### src/pkg/wake_sleep_pkg.sv
// Constants, memory map and state type of the wake and sleep sequencer.
package wake_sleep_pkg;

  // ****************************************************************
  // Core clock and derived times
  // ****************************************************************
  localparam int CLK_MHZ      = 50;
  localparam int WAKE_DLY_NS  = 20000;
  localparam int WAKE_CYC     = (WAKE_DLY_NS * CLK_MHZ + 999) / 1000;
  localparam int SLP_WAIT_NS  = 4000;
  localparam int SLP_WAIT_CYC = (SLP_WAIT_NS * CLK_MHZ + 999) / 1000;
  localparam int SRST_MAX_NS  = 30000;
  localparam int SRST_MAX_CYC = SRST_MAX_NS * CLK_MHZ / 1000;
  localparam int MEMW_TYP_US  = 1800;
  localparam int MEMW_CYC     = MEMW_TYP_US * CLK_MHZ;
  // Nominal one second, the middle of the 0.9 s to 1.1 s window.
  localparam int AUTO_SLEEP_ENABLE_MS      = 1000;
  localparam int AUTO_SLEEP_ENABLE_CYC     = AUTO_SLEEP_ENABLE_MS * 1000 * CLK_MHZ;
  localparam int TMR_W        = 26;

  // ****************************************************************
  // Bus reference oscillator and bit time
  // ****************************************************************
  localparam int OSC_KHZ       = 532;
  localparam int OSC_DIV       = CLK_MHZ * 1000 / OSC_KHZ;
  localparam int OSC_W         = 7;
  localparam int BT_BASE_TICKS = 23;
  localparam int BRK_NUM       = 1391;
  localparam int BRK_DEN       = 1000;

  // ****************************************************************
  // One-time-programmable memory map and configuration fields
  // ****************************************************************
  localparam int         OTP_BYTES    = 16;
  localparam logic [3:0] CFG_ADDR     = 4'h0;
  localparam logic [3:0] TRIM_ADDR    = 4'h1;
  localparam logic [3:0] SECRET_FIRST = 4'h2;
  localparam logic [3:0] SECRET_LAST  = 4'hD;
  localparam logic [3:0] GP_FIRST     = 4'hE;
  localparam logic [3:0] GP_LAST      = 4'hF;
  localparam int         CFG_SLO_LSB  = 0;
  localparam int         CFG_AUTO_SLEEP_ENABLE_BIT = 2;
  localparam int         CFG_INT_BIT  = 3;
  localparam int         CFG_SPD_LSB  = 4;
  localparam int         CFG_DAB_LSB  = 6;

  typedef enum logic [2:0] {
    ST_SLEEP  = 3'b000,
    ST_RD0    = 3'b001,
    ST_RD1    = 3'b010,
    ST_RD2    = 3'b011,
    ST_BREAK  = 3'b100,
    ST_ACTIVE = 3'b101,
    ST_MEMW   = 3'b110,
    ST_SLPW   = 3'b111
  } seq_state_t;

endpackage : wake_sleep_pkg

### src/hdl/wake_sleep_sequencer.sv
// Power state and readiness sequencer of the single-wire bus device.
`timescale 1ns/1ps
module wake_sleep_sequencer #(
  parameter int AUTO_SLEEP_CYC = wake_sleep_pkg::AUTO_SLEEP_ENABLE_CYC,
  parameter int MEM_WRITE_CYC  = wake_sleep_pkg::MEMW_CYC
) (
  input  wire logic       i_core_clk,
  input  wire logic       i_sys_rst,
  input  wire logic       i_bus_in,
  input  wire logic       i_sleep_op,
  input  wire logic       i_mem_write_done,
  input  wire logic       i_challenge_done,
  input  wire logic       i_soft_reset,
  input  wire logic       i_auto_sleep_enable_clear,
  input  wire logic [7:0] i_cfg_data,
  output logic            o_bus_out,
  output logic            o_bus_oe,
  output logic            o_regulator_on,
  output logic            o_logic_rst,
  output logic            o_cfg_rd,
  output logic [3:0]      o_cfg_addr,
  output logic [7:0]      o_cfg_byte,
  output logic [7:0]      o_trim,
  output logic [1:0]      o_dev_addr,
  output logic [1:0]      o_bus_speed,
  output logic            o_auto_sleep_en,
  output logic            o_ready,
  output logic            o_auth_valid
);
  import wake_sleep_pkg::*;

  // ****************************************************************
  // Parameter checks and derived counts
  // ****************************************************************
  if (AUTO_SLEEP_CYC < 2 || AUTO_SLEEP_CYC >= (1 << TMR_W)) begin : g_bad_as
    $error("AUTO_SLEEP_CYC out of range");
  end
  if (MEM_WRITE_CYC < 2 || MEM_WRITE_CYC >= (1 << TMR_W)) begin : g_bad_mw
    $error("MEM_WRITE_CYC out of range");
  end

  localparam int AS_M1 = AUTO_SLEEP_CYC - 1;
  localparam int MW_M1 = MEM_WRITE_CYC - 1;
  localparam int WK_M1 = WAKE_CYC - 1;
  localparam int SL_M1 = SLP_WAIT_CYC - 1;
  localparam int OS_M1 = OSC_DIV - 1;
  localparam logic [TMR_W-1:0] AUTO_SLEEP_ENABLE_LAST = AS_M1[TMR_W-1:0];
  localparam logic [TMR_W-1:0] MEMW_LAST = MW_M1[TMR_W-1:0];
  localparam logic [TMR_W-1:0] WAKE_LAST = WK_M1[TMR_W-1:0];
  localparam logic [TMR_W-1:0] SLPW_LAST = SL_M1[TMR_W-1:0];
  localparam logic [OSC_W-1:0] OSC_LAST  = OS_M1[OSC_W-1:0];
  localparam int A_SLP = SLP_WAIT_CYC;

  seq_state_t       st_q, st_d;
  logic [TMR_W-1:0] tmr_q, tmr_d;
  logic [TMR_W-1:0] idle_q, idle_d;
  logic [OSC_W-1:0] osc_q, osc_d;
  logic [7:0]       cfg_q, cfg_d, trim_q, trim_d;
  logic [7:0]       abt_q, abt_d;
  logic [3:0]       addr_q, addr_d;
  logic             reg_q, reg_d, rst_q, rst_d, rd_q, rd_d;
  logic             brk_q, brk_d, rdy_q, rdy_d, auto_sleep_enable_q, auto_sleep_enable_d;
  logic             auth_q, auth_d, abusy_q, abusy_d, bus_prev_q;
  logic             osc_tick, idle_hit;
  logic [7:0]       bt_ticks, brk_ticks;
  int               bt_int;

  // ****************************************************************
  // Reference ticks, bit time and bus silence
  // ****************************************************************
  // reference ticks
  assign osc_tick = (osc_q == OSC_LAST);
  assign idle_hit = (idle_q == AUTO_SLEEP_ENABLE_LAST);

  always_comb begin
    bt_int    = BT_BASE_TICKS << cfg_q[CFG_SPD_LSB +: 2];
    bt_ticks  = bt_int[7:0];
    bt_int    = (bt_int * BRK_NUM) / BRK_DEN;
    brk_ticks = bt_int[7:0];
  end

  always_comb begin
    osc_d = osc_tick ? '0 : osc_q + 1'b1;
    if (st_q != ST_ACTIVE || i_bus_in != bus_prev_q) begin
      idle_d = '0;
    end else if (!idle_hit) begin
      idle_d = idle_q + 1'b1;
    end else begin
      idle_d = idle_q;
    end
    auth_d  = auth_q;
    abusy_d = abusy_q;
    abt_d   = abt_q;
    if (st_q != ST_ACTIVE) begin
      auth_d  = 1'b0;
      abusy_d = 1'b0;
    end else if (i_challenge_done) begin
      auth_d  = 1'b0;
      abusy_d = 1'b1;
      abt_d   = '0;
    end else if (abusy_q && osc_tick) begin
      if (abt_q == bt_ticks) begin
        auth_d  = 1'b1;
        abusy_d = 1'b0;
      end else begin
        abt_d = abt_q + 1'b1;
      end
    end
  end

  always_ff @(posedge i_core_clk) begin
    if (i_sys_rst) begin
      osc_q      <= '0;
      idle_q     <= '0;
      auth_q     <= 1'b0;
      abusy_q    <= 1'b0;
      abt_q      <= '0;
      bus_prev_q <= 1'b0;
    end else begin
      osc_q      <= osc_d;
      idle_q     <= idle_d;
      auth_q     <= auth_d;
      abusy_q    <= abusy_d;
      abt_q      <= abt_d;
      bus_prev_q <= i_bus_in;
    end
  end

  // ****************************************************************
  // Power and readiness sequencer
  // ****************************************************************
  always_comb begin
    st_d   = st_q;
    tmr_d  = tmr_q;
    reg_d  = reg_q;
    rst_d  = rst_q;
    rd_d   = 1'b0;
    addr_d = addr_q;
    cfg_d  = cfg_q;
    trim_d = trim_q;
    auto_sleep_enable_d = auto_sleep_enable_q;
    brk_d  = brk_q;
    rdy_d  = rdy_q;
    case (st_q)
      ST_SLEEP: begin
        reg_d = 1'b0;
        rst_d = 1'b1;
        rdy_d = 1'b0;
        brk_d = 1'b0;
        if (i_bus_in) begin
          tmr_d = '0;
        end else if (tmr_q == WAKE_LAST) begin
          st_d   = ST_RD0;
          reg_d  = 1'b1;
          rst_d  = 1'b0;
          rd_d   = 1'b1;
          addr_d = CFG_ADDR;
          tmr_d  = '0;
        end else begin
          tmr_d = tmr_q + 1'b1;
        end
      end
      ST_RD0: begin
        rd_d   = 1'b1;
        addr_d = TRIM_ADDR;
        st_d   = ST_RD1;
      end
      ST_RD1: begin
        cfg_d = i_cfg_data;
        auto_sleep_enable_d = i_cfg_data[CFG_AUTO_SLEEP_ENABLE_BIT];
        st_d   = ST_RD2;
      end
      ST_RD2: begin
        trim_d = i_cfg_data;
        brk_d  = 1'b1;
        tmr_d  = '0;
        st_d   = ST_BREAK;
      end
      ST_BREAK: begin
        if (osc_tick) begin
          if (tmr_q[7:0] == brk_ticks) begin
            brk_d = 1'b0;
            rdy_d = 1'b1;
            tmr_d = '0;
            st_d  = ST_ACTIVE;
          end else begin
            tmr_d = tmr_q + 1'b1;
          end
        end
      end
      // Soft reset outranks sleep, which outranks a write.
      ST_ACTIVE: begin
        if (i_auto_sleep_enable_clear) begin
          auto_sleep_enable_d = 1'b0;
        end
        if (i_soft_reset) begin
          st_d   = ST_RD0;
          rd_d   = 1'b1;
          addr_d = CFG_ADDR;
          rdy_d  = 1'b0;
        end else if (i_sleep_op) begin
          st_d  = ST_SLPW;
          tmr_d = '0;
          rdy_d = 1'b0;
        end else if (auto_sleep_enable_q && idle_hit) begin
          st_d  = ST_SLEEP;
          reg_d = 1'b0;
          rst_d = 1'b1;
          rdy_d = 1'b0;
          tmr_d = '0;
        end else if (i_mem_write_done) begin
          st_d  = ST_MEMW;
          tmr_d = '0;
          rdy_d = 1'b0;
        end
      end
      ST_MEMW: begin
        if (tmr_q == MEMW_LAST) begin
          st_d  = ST_ACTIVE;
          rdy_d = 1'b1;
          tmr_d = '0;
        end else begin
          tmr_d = tmr_q + 1'b1;
        end
      end
      ST_SLPW: begin
        if (tmr_q == SLPW_LAST) begin
          st_d  = ST_SLEEP;
          reg_d = 1'b0;
          rst_d = 1'b1;
          tmr_d = '0;
        end else begin
          tmr_d = tmr_q + 1'b1;
        end
      end
      default: begin
        st_d = ST_SLEEP;
      end
    endcase
  end

  always_ff @(posedge i_core_clk) begin
    if (i_sys_rst) begin
      st_q   <= ST_SLEEP;
      tmr_q  <= '0;
      reg_q  <= 1'b0;
      rst_q  <= 1'b1;
      rd_q   <= 1'b0;
      addr_q <= CFG_ADDR;
      cfg_q  <= '0;
      trim_q <= '0;
      auto_sleep_enable_q <= 1'b1;
      brk_q  <= 1'b0;
      rdy_q  <= 1'b0;
    end else begin
      st_q   <= st_d;
      tmr_q  <= tmr_d;
      reg_q  <= reg_d;
      rst_q  <= rst_d;
      rd_q   <= rd_d;
      addr_q <= addr_d;
      cfg_q  <= cfg_d;
      trim_q <= trim_d;
      auto_sleep_enable_q <= auto_sleep_enable_d;
      brk_q  <= brk_d;
      rdy_q  <= rdy_d;
    end
  end

  // ****************************************************************
  // Outputs
  // ****************************************************************
  // low-only drive
  assign o_bus_out       = 1'b0;
  assign o_bus_oe        = brk_q;
  assign o_regulator_on  = reg_q;
  assign o_logic_rst     = rst_q;
  assign o_cfg_rd        = rd_q;
  assign o_cfg_addr      = addr_q;
  assign o_cfg_byte      = cfg_q;
  assign o_trim          = trim_q;
  assign o_dev_addr      = cfg_q[CFG_DAB_LSB +: 2];
  assign o_bus_speed     = cfg_q[CFG_SPD_LSB +: 2];
  assign o_auto_sleep_en = auto_sleep_enable_q;
  assign o_ready         = rdy_q;
  assign o_auth_valid    = auth_q;

  // ****************************************************************
  // Checks
  // ****************************************************************
  chk_boot_asleep: assert property (@(posedge i_core_clk)
    i_sys_rst |=> !o_regulator_on && o_logic_rst && !o_ready)
    else $error("not asleep after reset");
  chk_wake_release: assert property (@(posedge i_core_clk)
    disable iff (i_sys_rst)
    st_q == ST_SLEEP && !i_bus_in && tmr_q == WAKE_LAST
    |=> !o_logic_rst && o_regulator_on && o_cfg_rd)
    else $error("reset not released after wake");
  chk_cfg_fetch: assert property (@(posedge i_core_clk)
    disable iff (i_sys_rst)
    $rose(o_cfg_rd) |-> o_cfg_addr == CFG_ADDR ##1
    o_cfg_rd && o_cfg_addr == TRIM_ADDR ##2 o_bus_oe)
    else $error("config fetch order wrong");
  chk_ready_break: assert property (@(posedge i_core_clk)
    disable iff (i_sys_rst)
    $rose(o_bus_oe) |-> !o_ready && $past(o_cfg_addr) == TRIM_ADDR)
    else $error("break without fetch");
  chk_sleep_hold: assert property (@(posedge i_core_clk)
    disable iff (i_sys_rst)
    st_q == ST_ACTIVE && i_sleep_op && !i_soft_reset
    |-> ##A_SLP o_regulator_on ##1 !o_regulator_on)
    else $error("sleep wait wrong");
  chk_idle_bound: assert property (@(posedge i_core_clk)
    disable iff (i_sys_rst)
    st_q == ST_ACTIVE && auto_sleep_enable_q && idle_hit && !i_soft_reset
    && !i_sleep_op |=> !o_regulator_on && st_q == ST_SLEEP)
    else $error("auto sleep missed");
  chk_write_busy: assert property (@(posedge i_core_clk)
    disable iff (i_sys_rst)
    st_q == ST_MEMW |-> !o_ready && tmr_q <= MEMW_LAST)
    else $error("write busy wrong");
  chk_write_end: assert property (@(posedge i_core_clk)
    disable iff (i_sys_rst)
    st_q == ST_MEMW && tmr_q == MEMW_LAST |=> o_ready && st_q == ST_ACTIVE)
    else $error("not ready after write time");
  chk_auth_time: assert property (@(posedge i_core_clk)
    disable iff (i_sys_rst)
    $rose(o_auth_valid) |-> $past(abt_q) == $past(bt_ticks))
    else $error("result time wrong");
  chk_soft_reset: assert property (@(posedge i_core_clk)
    disable iff (i_sys_rst)
    st_q == ST_ACTIVE && i_soft_reset |-> ##4 $rose(o_bus_oe))
    else $error("soft reset break late");
  chk_break_len: assert property (@(posedge i_core_clk)
    disable iff (i_sys_rst)
    $fell(o_bus_oe) |-> $past(tmr_q[7:0]) == $past(brk_ticks) && o_ready)
    else $error("break length wrong");
  chk_auto_sleep_enable_load: assert property (@(posedge i_core_clk)
    disable iff (i_sys_rst)
    st_q == ST_RD1 |=> o_auto_sleep_en == $past(i_cfg_data[CFG_AUTO_SLEEP_ENABLE_BIT]))
    else $error("auto sleep default wrong");

  cov_wake: cover property (@(posedge i_core_clk) $rose(o_ready));
  cov_auto: cover property (@(posedge i_core_clk)
    st_q == ST_ACTIVE && auto_sleep_enable_q && idle_hit);
  cov_sleep: cover property (@(posedge i_core_clk) st_q == ST_SLPW);
  cov_auth: cover property (@(posedge i_core_clk) $rose(o_auth_valid));

endmodule : wake_sleep_sequencer

### config.mk
export PLATFORM = sky130hd
export DESIGN_NAME = wake_sleep_sequencer
export DESIGN_NICKNAME = d
export VERILOG_FILES = /design/src/pkg/wake_sleep_pkg.sv /design/src/hdl/wake_sleep_sequencer.sv
export SDC_FILE = /design/constraint.sdc
export NUM_CORES = 1
export LEC_CHECK = 0
export BUFFER_PORTS_ARGS = -buffer_cell sky130_fd_sc_hd__buf_2
export CAP_MARGIN = 20
export CORE_ASPECT_RATIO = 1.25
export CORE_MARGIN = 2
export CORE_UTILIZATION = 39
export DETAILED_ROUTE_END_ITERATION = 16
export PLACE_DENSITY = 0.66
export SYNTH_ARGS = -nofsm -noshare
export SYNTH_HDL_FRONTEND = slang
export SYNTH_SLANG_ARGS = --single-unit
export TNS_END_PERCENT = 100
### constraint.sdc
create_clock -name i_core_clk -period 5.55 [get_ports i_core_clk]
set_input_delay 0.555 -clock i_core_clk [delete_from_list [all_inputs] [get_ports i_core_clk]]
set_output_delay 0.555 -clock i_core_clk [all_outputs]
set_load 0.03 [all_outputs]
## Word level (Yosys, flattened, before mapping)

Index checks and enable logic that the tools add are counted.

| operators by class | value |
|---|---|
| $add $sub $neg | 4 |
| multipliers | 1 |
| divide/modulo/power cells | 1 |
| magnitude comparators | 0 |
| equality and inequality tests | 30 |
| shifts and indexed selects | 1 |
| muxes and demuxes | 61 |
| bitwise logic cells | 1 |
| reductions and logical operators | 26 |

Operator list:

| kind | count |
|---|---|
| $mux 26 | 10 |
| $pmux 26 s6 | 1 |
| $add 26x1->26 const B | 2 |
| $div 32x11->32 const B | 1 |
| $mul 32x12->32 const B | 1 |
| $shl 5x2->32 const A | 1 |
| $mux 3 | 10 |
| $eq 26x10->1 const B | 1 |
| $eq 26x17->1 const B | 1 |
| $eq 26x26->1 const B | 1 |
| $eq 26x8->1 const B | 1 |
| $mux 1 | 26 |
| $mux 8 | 3 |
| $ne 2x2->1 const B | 12 |
| $pmux 3 s8 | 1 |
| $eq 8x8->1 | 2 |
| $eq 3x3->1 const B | 4 |
| $mux 4 | 3 |
| $pmux 1 s3 | 4 |
| $pmux 4 s3 | 1 |
| $reduce_and 5->1 | 2 |
| $reduce_bool 3->1 | 3 |
| $add 8x1->8 const B | 1 |
| $reduce_and 4->1 | 2 |
| 22 further kinds | 31 |

| word-level totals | value |
|---|---|
| register bits after elaboration | 99 |
| bits in latches | 0 |
| memory bits (writable) | 0 |
| ROM bits | 0 |
| bits of input ports | 16 |
| output and inout port bits | 32 |
| word-level logic and storage cells | 142 |
| memories | 0 |

## Longest topological paths before layout

Gate-level depths: netlist of the first run.

| depth | value |
|---|---|
| depth in word-level cells | 7 |
| gate-level depth with buffers | 24 |
| gate-level depth less buffers | 21 |

## Worst setup path before layout of the first run

Ideal clock, no wire load.

| timing path | value |
|---|---|
| path kind | reg-to-reg |
| start point | register cfg_q[5], in the netlist o_cfg_byte[5] |
| end point | register tmr_q[10] |
| setup time | 0.134 ns |
| arrival time | 6.110 ns |
| data required time | 5.416 ns |
| path slack | -0.694 ns |
| stages on the path, launching flop included | 23 |
| path buffers | 3 |
| clock period less this slack | 6.244 ns |
| cell sequence | dfxtp_1 > ha_1 > buf_6 > clkbuf_1 > inv_1 > ha_1 > ha_1 > ha_1 > ha_1 > o21a_1 > a211oi_2 > mux2i_1 > a311oi_1 > nor3b_1 > a211o_1 > mux2_1 > o2111ai_2 > a21oi_1 > or4b_1 > and2_1 > o21bai_4 > buf_4 > a211oi_1 |

| between the ends | value |
|---|---|
| longest elaborated chain between the ends | 7 |

Ends and longest elaborated chain:

| item | RTL line | text |
|---|---|---|
| start: declaration | wake_sleep_sequencer.sv:58 | `logic [7:0] cfg_q, cfg_d, trim_q, trim_d;` |
| start signal: assignment | wake_sleep_sequencer.sv:262 | `cfg_q <= cfg_d;` |
| $shl 5x2->32 | wake_sleep_sequencer.sv:76 | `bt_int = BT_BASE_TICKS << cfg_q[CFG_SPD_LSB +: 2];` |
| $mul 32x12->32 | wake_sleep_sequencer.sv:78 | `bt_int = (bt_int * BRK_NUM) / BRK_DEN;` |
| $div 32x11->32 | wake_sleep_sequencer.sv:78 |  |
| $eq 8x8->1 | wake_sleep_sequencer.sv:181 | `if (tmr_q[7:0] == brk_ticks) begin` |
| $mux 26 | wake_sleep_sequencer.sv:181 |  |
| $mux 26 | wake_sleep_sequencer.sv:180 | `if (osc_tick) begin` |
| $pmux 26 s6 | wake_sleep_sequencer.sv:144 | `case (st_q)` |
| end signal: assignment | wake_sleep_sequencer.sv:257 | `tmr_q <= tmr_d;` |
| end: declaration | wake_sleep_sequencer.sv:55 | `logic [TMR_W-1:0] tmr_q, tmr_d;` |

No other way between the ends. The select of a mux whose other input is x is not followed.
A chain may end at the register's enable or synchronous reset.

## Worst setup path after layout of the first run

| timing path | value |
|---|---|
| start point | register cfg_q[4], in the netlist o_cfg_byte[4] |
| end point | register tmr_q[10] |

The elaborated chain is that of the path after synthesis.

==> metrics.md, run 1 <==
| Metric | Value |
|---|---|
| Full die area | `16,430 um2` |
| Slew Viols, Final | `0` |
| Number of synthesized register bits | `96` |
| Synth unique cells | `74` |
| First-pass GRT wire length | `24.80 mm` |
| Routed Antenna Nets | `0` |
| Fmax achieved | `188.4 MHz` |
| Via count | `5,506` |
| GPL Wtd Cong | `0.9170` |
| Worst EP required | `5.76 ns` |
| M3 GR Usage | `0.03650` |
| Drt pass-1 iters | `5` |
| Worst setup EP type | `flip-flop` |
| Buffers on Ports | `43` |
| Commonest non-fill, non-tap cell in the layout | `nand2_1` |
| Highest fanout seen on the critical path | `28` |
| Vias per cell | `5.539` |
| Top Usage Layer GRT | `met2` |
| Post-synth EDFFs | `0` |
| Worst hold-check path type | `in -> reg` |
| Layout cell share with drive strength beyond 1 | `0.1663` |
| Antenna Cells | `0` |
| Met1 GRT Util | `0.2207` |
| Final period utilization | `0.9561` |
| Max VDD drop | `0.2204 mV` |
| Post-Syn Area per Cell | `7.899 um2` |
| Outcome | `completed` |
| Num CTS Buffers | `9` |
| Hold path depth | `3` |
| Power consumption | `1.775 mW` |
| # setup viols final | `0` |
| Total wire length | `14.92 mm` |
| Final clock skew | `0.01568 ns` |
| Asr flop ratio synth | `0` |
| CTS clk-pin slew, worst paths | `0.07 ns` |
| Worst path arrival time | `5.51 ns` |
| Top FF cell, synth | `dfxtp_1` |
| H-tree depth | `3` |
| Clock Latency Late Sink | `0.35 ns` |
| DRC | `0` |
| Final Instance Area | `6988 um2` |
| # IOs | `48` |
| Met2 GRT Util | `0.3266` |
| Final Hold Fails | `0` |
| CTS tree | `built` |
| Gr usage total | `0.1861` |
| DP HPWL | `10.73 mm` |
| Initial antenna violation count | `0` |
| Max-cap violations | `0` |
| Nets@finish | `852` |
| Worst slew pin tran | `1.002 ns` |
| GR Overflow Total | `0` |
| Leakage | `2.566 nW` |
| Min Clock Period, post-route | `5.307 ns` |
| Placed Area | `6459 um2` |
| CTS root buffer | `clkbuf_16` |
| Slew margin rel. | `0.3299` |
| Register area share after synthesis | `0.3197` |
| Die H | `142.8 um` |
| Synthesized cell area | `6011 um2` |
| Kind of critical path | `reg -> reg` |
| Die X | `115.0 um` |
| Synth-to-Final Area Change | `16.26%` |
| Core box area | `15,010 um2` |
| Fillers | `1,493` |
| Routed length per placed instance | `15.01 um` |
| Startpoint types | `flip-flop` |
| Pwr dens | `254.0 nW/um2` |
| Drt initial violations | `290` |
| Ys Warns | `0` |
| CTS max path bufs | `2` |
| Vias in the first global route | `5,242` |
| Reg2Reg Depth | `22` |
| Rows | `50` |
| Commonest cells after routing, fill and taps aside | `97 x nand2_1, 94 x dfxtp_1, 89 x nor2_1` |
| Largest net degree at the start of global routing | `54` |
| Cells after Synth | `761` |
| Clock sink total | `96` |
| Initial Utilization | `0.4003` |
sequential cells by signal, summed over array words and instances (netlist names), 3 cells and up:
signal	cells
idle_q	26
tmr_q	26
abt_q	8
o_cfg_byte	8
o_trim	8
osc_q	7
st_q	3
Yosys cell counts, types with 4 or more instances:
master     count  share of area
nand2_1       97          0.061
nor4b_1        4         0.0058
o31ai_1        4         0.0050
nand3_1       32          0.027
ha_1          29          0.060
nand2b_1       7         0.0073
a21oi_1       42          0.035
nor3_1        16          0.013
and3_1        15          0.016
or3_1          9         0.0094
nor4_1        12          0.012
o21ai_0       28          0.023
a211oi_1      27          0.034
dfxtp_1       96           0.32
mux2i_1        4         0.0067
a31oi_1        4         0.0042
inv_1         30          0.019
clkbuf_1      26          0.016
a311oi_1       7          0.010
or2_2          6         0.0062
buf_4          9          0.011
and2_1         5         0.0052
o2111ai_1      4         0.0058
xor2_1        44          0.064
nor2_1        89          0.056
nand4_1       17          0.018
xnor2_1       27          0.039
area by class of cell:
cell class	count	area [um2]	share of cell area
repair buffers	74	460.4	0.06589
multi-input cells	595	3908	0.5592
flip-flops and latches	96	1929	0.2761
inverters	31	116.4	0.01665
well taps	182	227.7	0.03259
clock buffers	11	264.0	0.03778
clock inverters	5	82.58	0.01182
worst paths after layout:
kind / startpoint / end / slack [ns]
hold reg to reg: o_trim[6]$_SDFFE_PP0P_ / o_trim[6]$_SDFFE_PP0P_ / 0.45
hold / removal: i_cfg_data[5] / o_cfg_byte[5]$_SDFFE_PP0P_ / 0.45
setup reg to reg: o_cfg_byte[4]$_SDFFE_PP0P_ / tmr_q[10]$_SDFFE_PP0P_ / 0.24
setup / recovery: o_cfg_byte[4]$_SDFFE_PP0P_ / tmr_q[10]$_SDFFE_PP0P_ / 0.24
kinds of logic after synthesis:
logic type / after synthesis / share of synthesized area
AOI/OAI and AO/OA: 157 / 0.1857
muxes: 6 / 0.01103
buffers and inverters: 73 / 0.05433
and+or+nand+nor: 327 / 0.2621
adders and majority gates: 29 / 0.06037
other: 1 / 0.0006239
xor gates and xnor gates: 72 / 0.1062
DFF: 96 / 0.3197
worst max-delay path, cell delays in order (launching register included):
cell,delay (ns)
dfxtp_4,0.38
inv_1,0.06
ha_1,0.21
inv_2,0.08
ha_4,0.21
ha_1,0.30
ha_1,0.30
ha_1,0.20
o21a_4,0.22
a211oi_4,0.26
buf_4,0.16
xnor2_2,0.09
nor4b_2,0.32
a31o_1,0.16
a211o_1,0.25
mux2_2,0.39
o2111ai_4,0.23
a21oi_2,0.12
or4b_1,0.56
and2_1,0.21
o21bai_4,0.16
buf_12,0.19
a211oi_1,0.09
layer usage:
layer	share of wire	wire length, um
met5	0	0
met4	0.028	412
met3	0.036	530
met2	0.51	7634
met1	0.42	6338
through the flow:
| stage | std cells | util | setup TNS (ns) | worst slack (ns) | hold WS, ns |
|---|---|---|---|---|---|
| 3_5_place_dp | 968 | 0.4302 | 0 | 0.07195 | 0.4446 |
| 4_1_cts | 984 | 0.4533 | 0 | 0.04721 | 0.4397 |
| 5_1_grt | 994 | 0.4654 | -0.04045 | -0.03061 | 0.4545 |
| 2_1_floorplan | 764 | - | 0 | 0.007388 | 0.4297 |
| 6_report | 994 | 0.4654 | 0 | 0.2435 | 0.4459 |
| 3_3_place_gp | 968 | 0.4302 | 0 | 0.1823 | 0.4406 |
repair_timing:
action,CTS,global route
hold buffers,0,0
endpoints found under the setup margin,0,31
buffers inserted,0,10
gates resized for setup,0,20
power breakdown:
group | switching [mW] | total (mW) | leakage [nW] | internal (mW)
Combinational | 0.209 | 0.321 | 1.62 | 0.112
Sequential | 0.0320 | 0.741 | 0.776 | 0.709
Clock | 0.276 | 0.713 | 0.173 | 0.437
(Power assumes the default switching activity.)
==> inputs of run 2 (changes only) <==
--- a/config.mk
+++ b/config.mk
@@ -6,8 +6,7 @@
 export NUM_CORES = 1
 export LEC_CHECK = 0
 export BUFFER_PORTS_ARGS = -buffer_cell sky130_fd_sc_hd__buf_2
-export CAP_MARGIN = 20
-export CORE_ASPECT_RATIO = 1.25
+export CORE_ASPECT_RATIO = 0.75
 export CORE_MARGIN = 2
 export CORE_UTILIZATION = 39
 export DETAILED_ROUTE_END_ITERATION = 16
==> run 2 against run 1 <==
Compared with the run above:
- non-clock buffer count is the same
- core utilization shrank 0.51 points
- power shrank 5.8%
- sequential power is essentially flat
- hold slack lost 0.0051 ns
- fmax shrank 1.5%
- cell area shrank 0.36%
- first-iteration DRC count grew 16%
- clock skew shrank 0.0043 ns
- largest cell class unchanged
==> metrics.md, run 2 (synthesized netlist as in run 1, its figures left out) <==
| Metric | Value |
|---|---|
| Outcome | `completed` |
| CTS tree | `built` |
| Drt initial violations | `336 (+16%)` |
| Cell mode on critical path | `ha_1` |
| Storage cell area | `1929 um2 (unchanged)` |
| Buffers on Ports | `43 (unchanged)` |
| Highest fanout seen on the critical path | `5 (-82%)` |
| Leakage | `2.534 nW (-1.3%)` |
| Reg2Reg Depth | `21 (-4.5%)` |
| Final period utilization | `0.9711 (+0.01500)` |
| DP HPWL | `10.41 mm (-3.0%)` |
| Slew margin rel. | `0.3021 (-0.02779)` |
| Worst EP required | `5.81 ns (+0.05 ns)` |
| Logic pwr share | `0.191 (+0.010)` |
| CP max stage cell | `o41a_1` |
| Nets@finish | `852 (unchanged)` |
| Via count | `5,501 (-0.091%)` |
| Worst hold-check path type | `in -> reg` |
| Sw Ratio | `0.3156 (+0.02464)` |
| CTS clk-pin slew, worst paths | `0.07 ns (about the same)` |
| Initial antenna violation count | `0 (unchanged)` |
| Routed Antenna Nets | `0 (unchanged)` |
| Worst slew pin tran | `1.044 ns (+0.04157 ns)` |
| Drt pass-1 iters | `5 (unchanged)` |
| CTS Hold Bufs | `0 (unchanged)` |
| Top Usage Layer GRT | `met1` |
| Buffers and inverters on the worst path | `2 (-2)` |
| # IOs | `48 (unchanged)` |
| First-pass GRT wire length | `24.49 mm (-1.3%)` |
| GPL Wtd Cong | `0.8383 (-8.6%)` |
| Final Instance Area | `6963 um2 (-0.36%)` |
| Pwr dens | `240.1 nW/um2 (-5.5%)` |
| # setup viols final | `0 (unchanged)` |
| Commonest cells after routing, fill and taps aside | `97 x nand2_1, 94 x dfxtp_1, 89 x nor2_1` |
| Startpoint types | `flip-flop` |
| Vias per cell | `5.409 (-2.4%)` |
| Hold path depth | `2 (-1)` |
| Power Internal | `1.144 mW (-9.1%)` |
| Met2 GRT Util | `0.2555 (-0.07117)` |
| Flop-to-flop setup slack | `0.16 ns (-0.08 ns)` |
| Met1 GRT Util | `0.2735 (+0.05281)` |
| Initial Utilization | `0.3974 (-0.002980)` |
| Kind of critical path | `reg -> reg` |
| Hold Startpoint | `i_challenge_done` |
| CTS max path bufs | `2 (unchanged)` |
| Final Hold Fails | `0 (unchanged)` |
| Final clock skew | `0.01135 ns (-0.004333 ns)` |
| Die X | `147.4 um (+28%)` |
| Synth-to-Final Area Change | `15.84%` |
| Worst path arrival time | `5.65 ns (+0.14 ns)` |
| Clk network pwr share | `0.365 (-0.037)` |
| Routed length per placed instance | `14.55 um (-3.0%)` |
| CP cell instances | `inv_1, ha_1, inv_2, ha_4, ha_1, ha_1, ha_1, o21a_4, a211oi_4, xnor2_2, nand2_1, o41a_1, a211o_4, mux2_4, o2111ai_4, a21oi_2, o41ai_2, nand4_1, mux2_4, o21a_1, a311oi_2` |
| Worst setup EP type | `flip-flop` |
| Largest stage delay on the critical path | `0.39 ns (-0.17 ns)` |
| Full die area | `16,430 um2 (about the same)` |
| Sw power | `0.5276 mW (+2.1%)` |
| Fmax achieved | `185.5 MHz (-1.5%)` |
| Commonest non-fill, non-tap cell in the layout | `nand2_1` |
| Max VDD drop | `0.1555 mV (-29%)` |
| Largest net degree at the start of global routing | `55 (+1.9%)` |
| Slew Viols, Final | `0 (unchanged)` |
| Layout cell share with drive strength beyond 1 | `0.1650 (-0.001232)` |
| Clock Latency Late Sink | `0.35 ns (about the same)` |
| Rows | `39 (-22%)` |
| Area of the multi-input gates | `3911 um2 (about the same)` |
| CP delay by family, top | `compound AO/OA/AOI/OAI gates` |
| Worst reg2reg path startpoint | `o_cfg_byte[4]$_SDFFE_PP0P_` |
| Num CTS Buffers | `9 (unchanged)` |
| H-tree depth | `3 (unchanged)` |
| DRC | `0 (unchanged)` |
| M3 GR Usage | `0.03811 (+0.001612)` |
| Die H | `111.5 um (-22%)` |
| Min Clock Period, post-route | `5.390 ns (+0.08325 ns)` |
| Largest registers | `idle_q (26), tmr_q (26)` |
| R2r endpoint | `st_q[2]$_SDFFE_PP0P_` |
| Clock sink total | `96 (unchanged)` |
| Sequential share of power | `0.444 (+0.027)` |
| Antenna Cells | `0 (unchanged)` |
| GR Overflow Total | `0 (unchanged)` |
| CTS root buffer | `clkbuf_16` |
| Placed Area | `6510 um2 (+0.79%)` |
| Max-cap violations | `0 (unchanged)` |
| Gr usage total | `0.1782 (-0.007927)` |
| Vias in the first global route | `4,876 (-7.0%)` |
| Hold endpoint | `o_auth_valid$_SDFFE_PP0P_` |
| Power consumption | `1.672 mW (-5.8%)` |
| Fillers | `1,493 (unchanged)` |
| Core box area | `15,130 um2 (+0.75%)` |
| Total wire length | `14.80 mm (-0.76%)` |
==> run 2: power by group through the flow <==
stage	clock (mW)	combinational (mW)	sequential [mW]
after global routing	0.650	0.355	0.747
after floorplan	0	0.226	0.758
after detailed placement	0	0.306	0.757
final	0.610	0.320	0.742
after global placement	0	0.308	0.757
after CTS	0.624	0.308	0.741
==> run 2: cell type report <==
| cell class | count | area share |
|---|---|---|
| clock inverters | 6 | 0.007188 |
| clock buffers | 10 | 0.03432 |
| flip-flops and latches | 96 | 0.2771 |
| repair buffers | 74 | 0.06613 |
| inverters | 31 | 0.01671 |
| well taps | 205 | 0.03684 |
| multi-input cells | 595 | 0.5617 |
==> run 2: metrics by stage <==
step / utilization / hold WS, ns / setup slack, ns / setup TNS (ns) / cells
final: 0.4603 / 0.4408 / 0.1602 / 0 / 1017
after global routing: 0.4603 / 0.4357 / -0.06837 / -0.4523 / 1017
after CTS: 0.4495 / 0.4279 / 0.07087 / 0 / 1010
after detailed placement: 0.4304 / 0.4469 / 0.1173 / 0 / 994
after global placement: 0.4304 / 0.4405 / 0.2180 / 0 / 994
after floorplan: - / 0.4297 / 0.007388 / 0 / 764
==> run 2: worst reg2reg max path, delay by kind of cell, from the launching register on <==
kind | cells | cell delay (ns)
AO/OA/AOI/OAI | 9 | 2.38
XOR/XNOR | 1 | 0.19
adder cells (fa/ha/maj) | 5 | 1.21
buffers and inverters | 2 | 0.13
flip-flops | 1 | 0.37
multiplexers | 2 | 0.70
AND/OR/NAND/NOR | 2 | 0.32
==> run 2: worst max-delay path by stage <==
| stage | cells past startpoint | end | start |
|---|---|---|---|
| global placement | 21 | st_q[2]$_SDFFE_PP0P_ | o_cfg_byte[4]$_SDFFE_PP0P_ |
| floorplan | 22 | tmr_q[10]$_SDFFE_PP0P_ | o_cfg_byte[5]$_SDFFE_PP0P_ |
| finish | 21 | st_q[2]$_SDFFE_PP0P_ | o_cfg_byte[4]$_SDFFE_PP0P_ |
| detailed placement | 21 | tmr_q[21]$_SDFFE_PP0P_ | o_cfg_byte[4]$_SDFFE_PP0P_ |
| global route | 22 | st_q[2]$_SDFFE_PP0P_ | o_cfg_byte[4]$_SDFFE_PP0P_ |
| CTS | 21 | tmr_q[21]$_SDFFE_PP0P_ | o_cfg_byte[4]$_SDFFE_PP0P_ |
==> run 2: layer usage <==
metal | vias to the layer above | share of wire
met3 | 6 | 0.051
met4 | 0 | 0.0058
met1 | 2575 | 0.52
li1 | 2774 | -
met2 | 146 | 0.42
met5 | - | 0
==> run 2: timing repair <==
| action | 4_1_cts | 5_1_grt |
|---|---|---|
| setup endpoints to repair | 0 | 31 |
| resized for setup | 0 | 20 |
| buffers inserted | 0 | 7 |
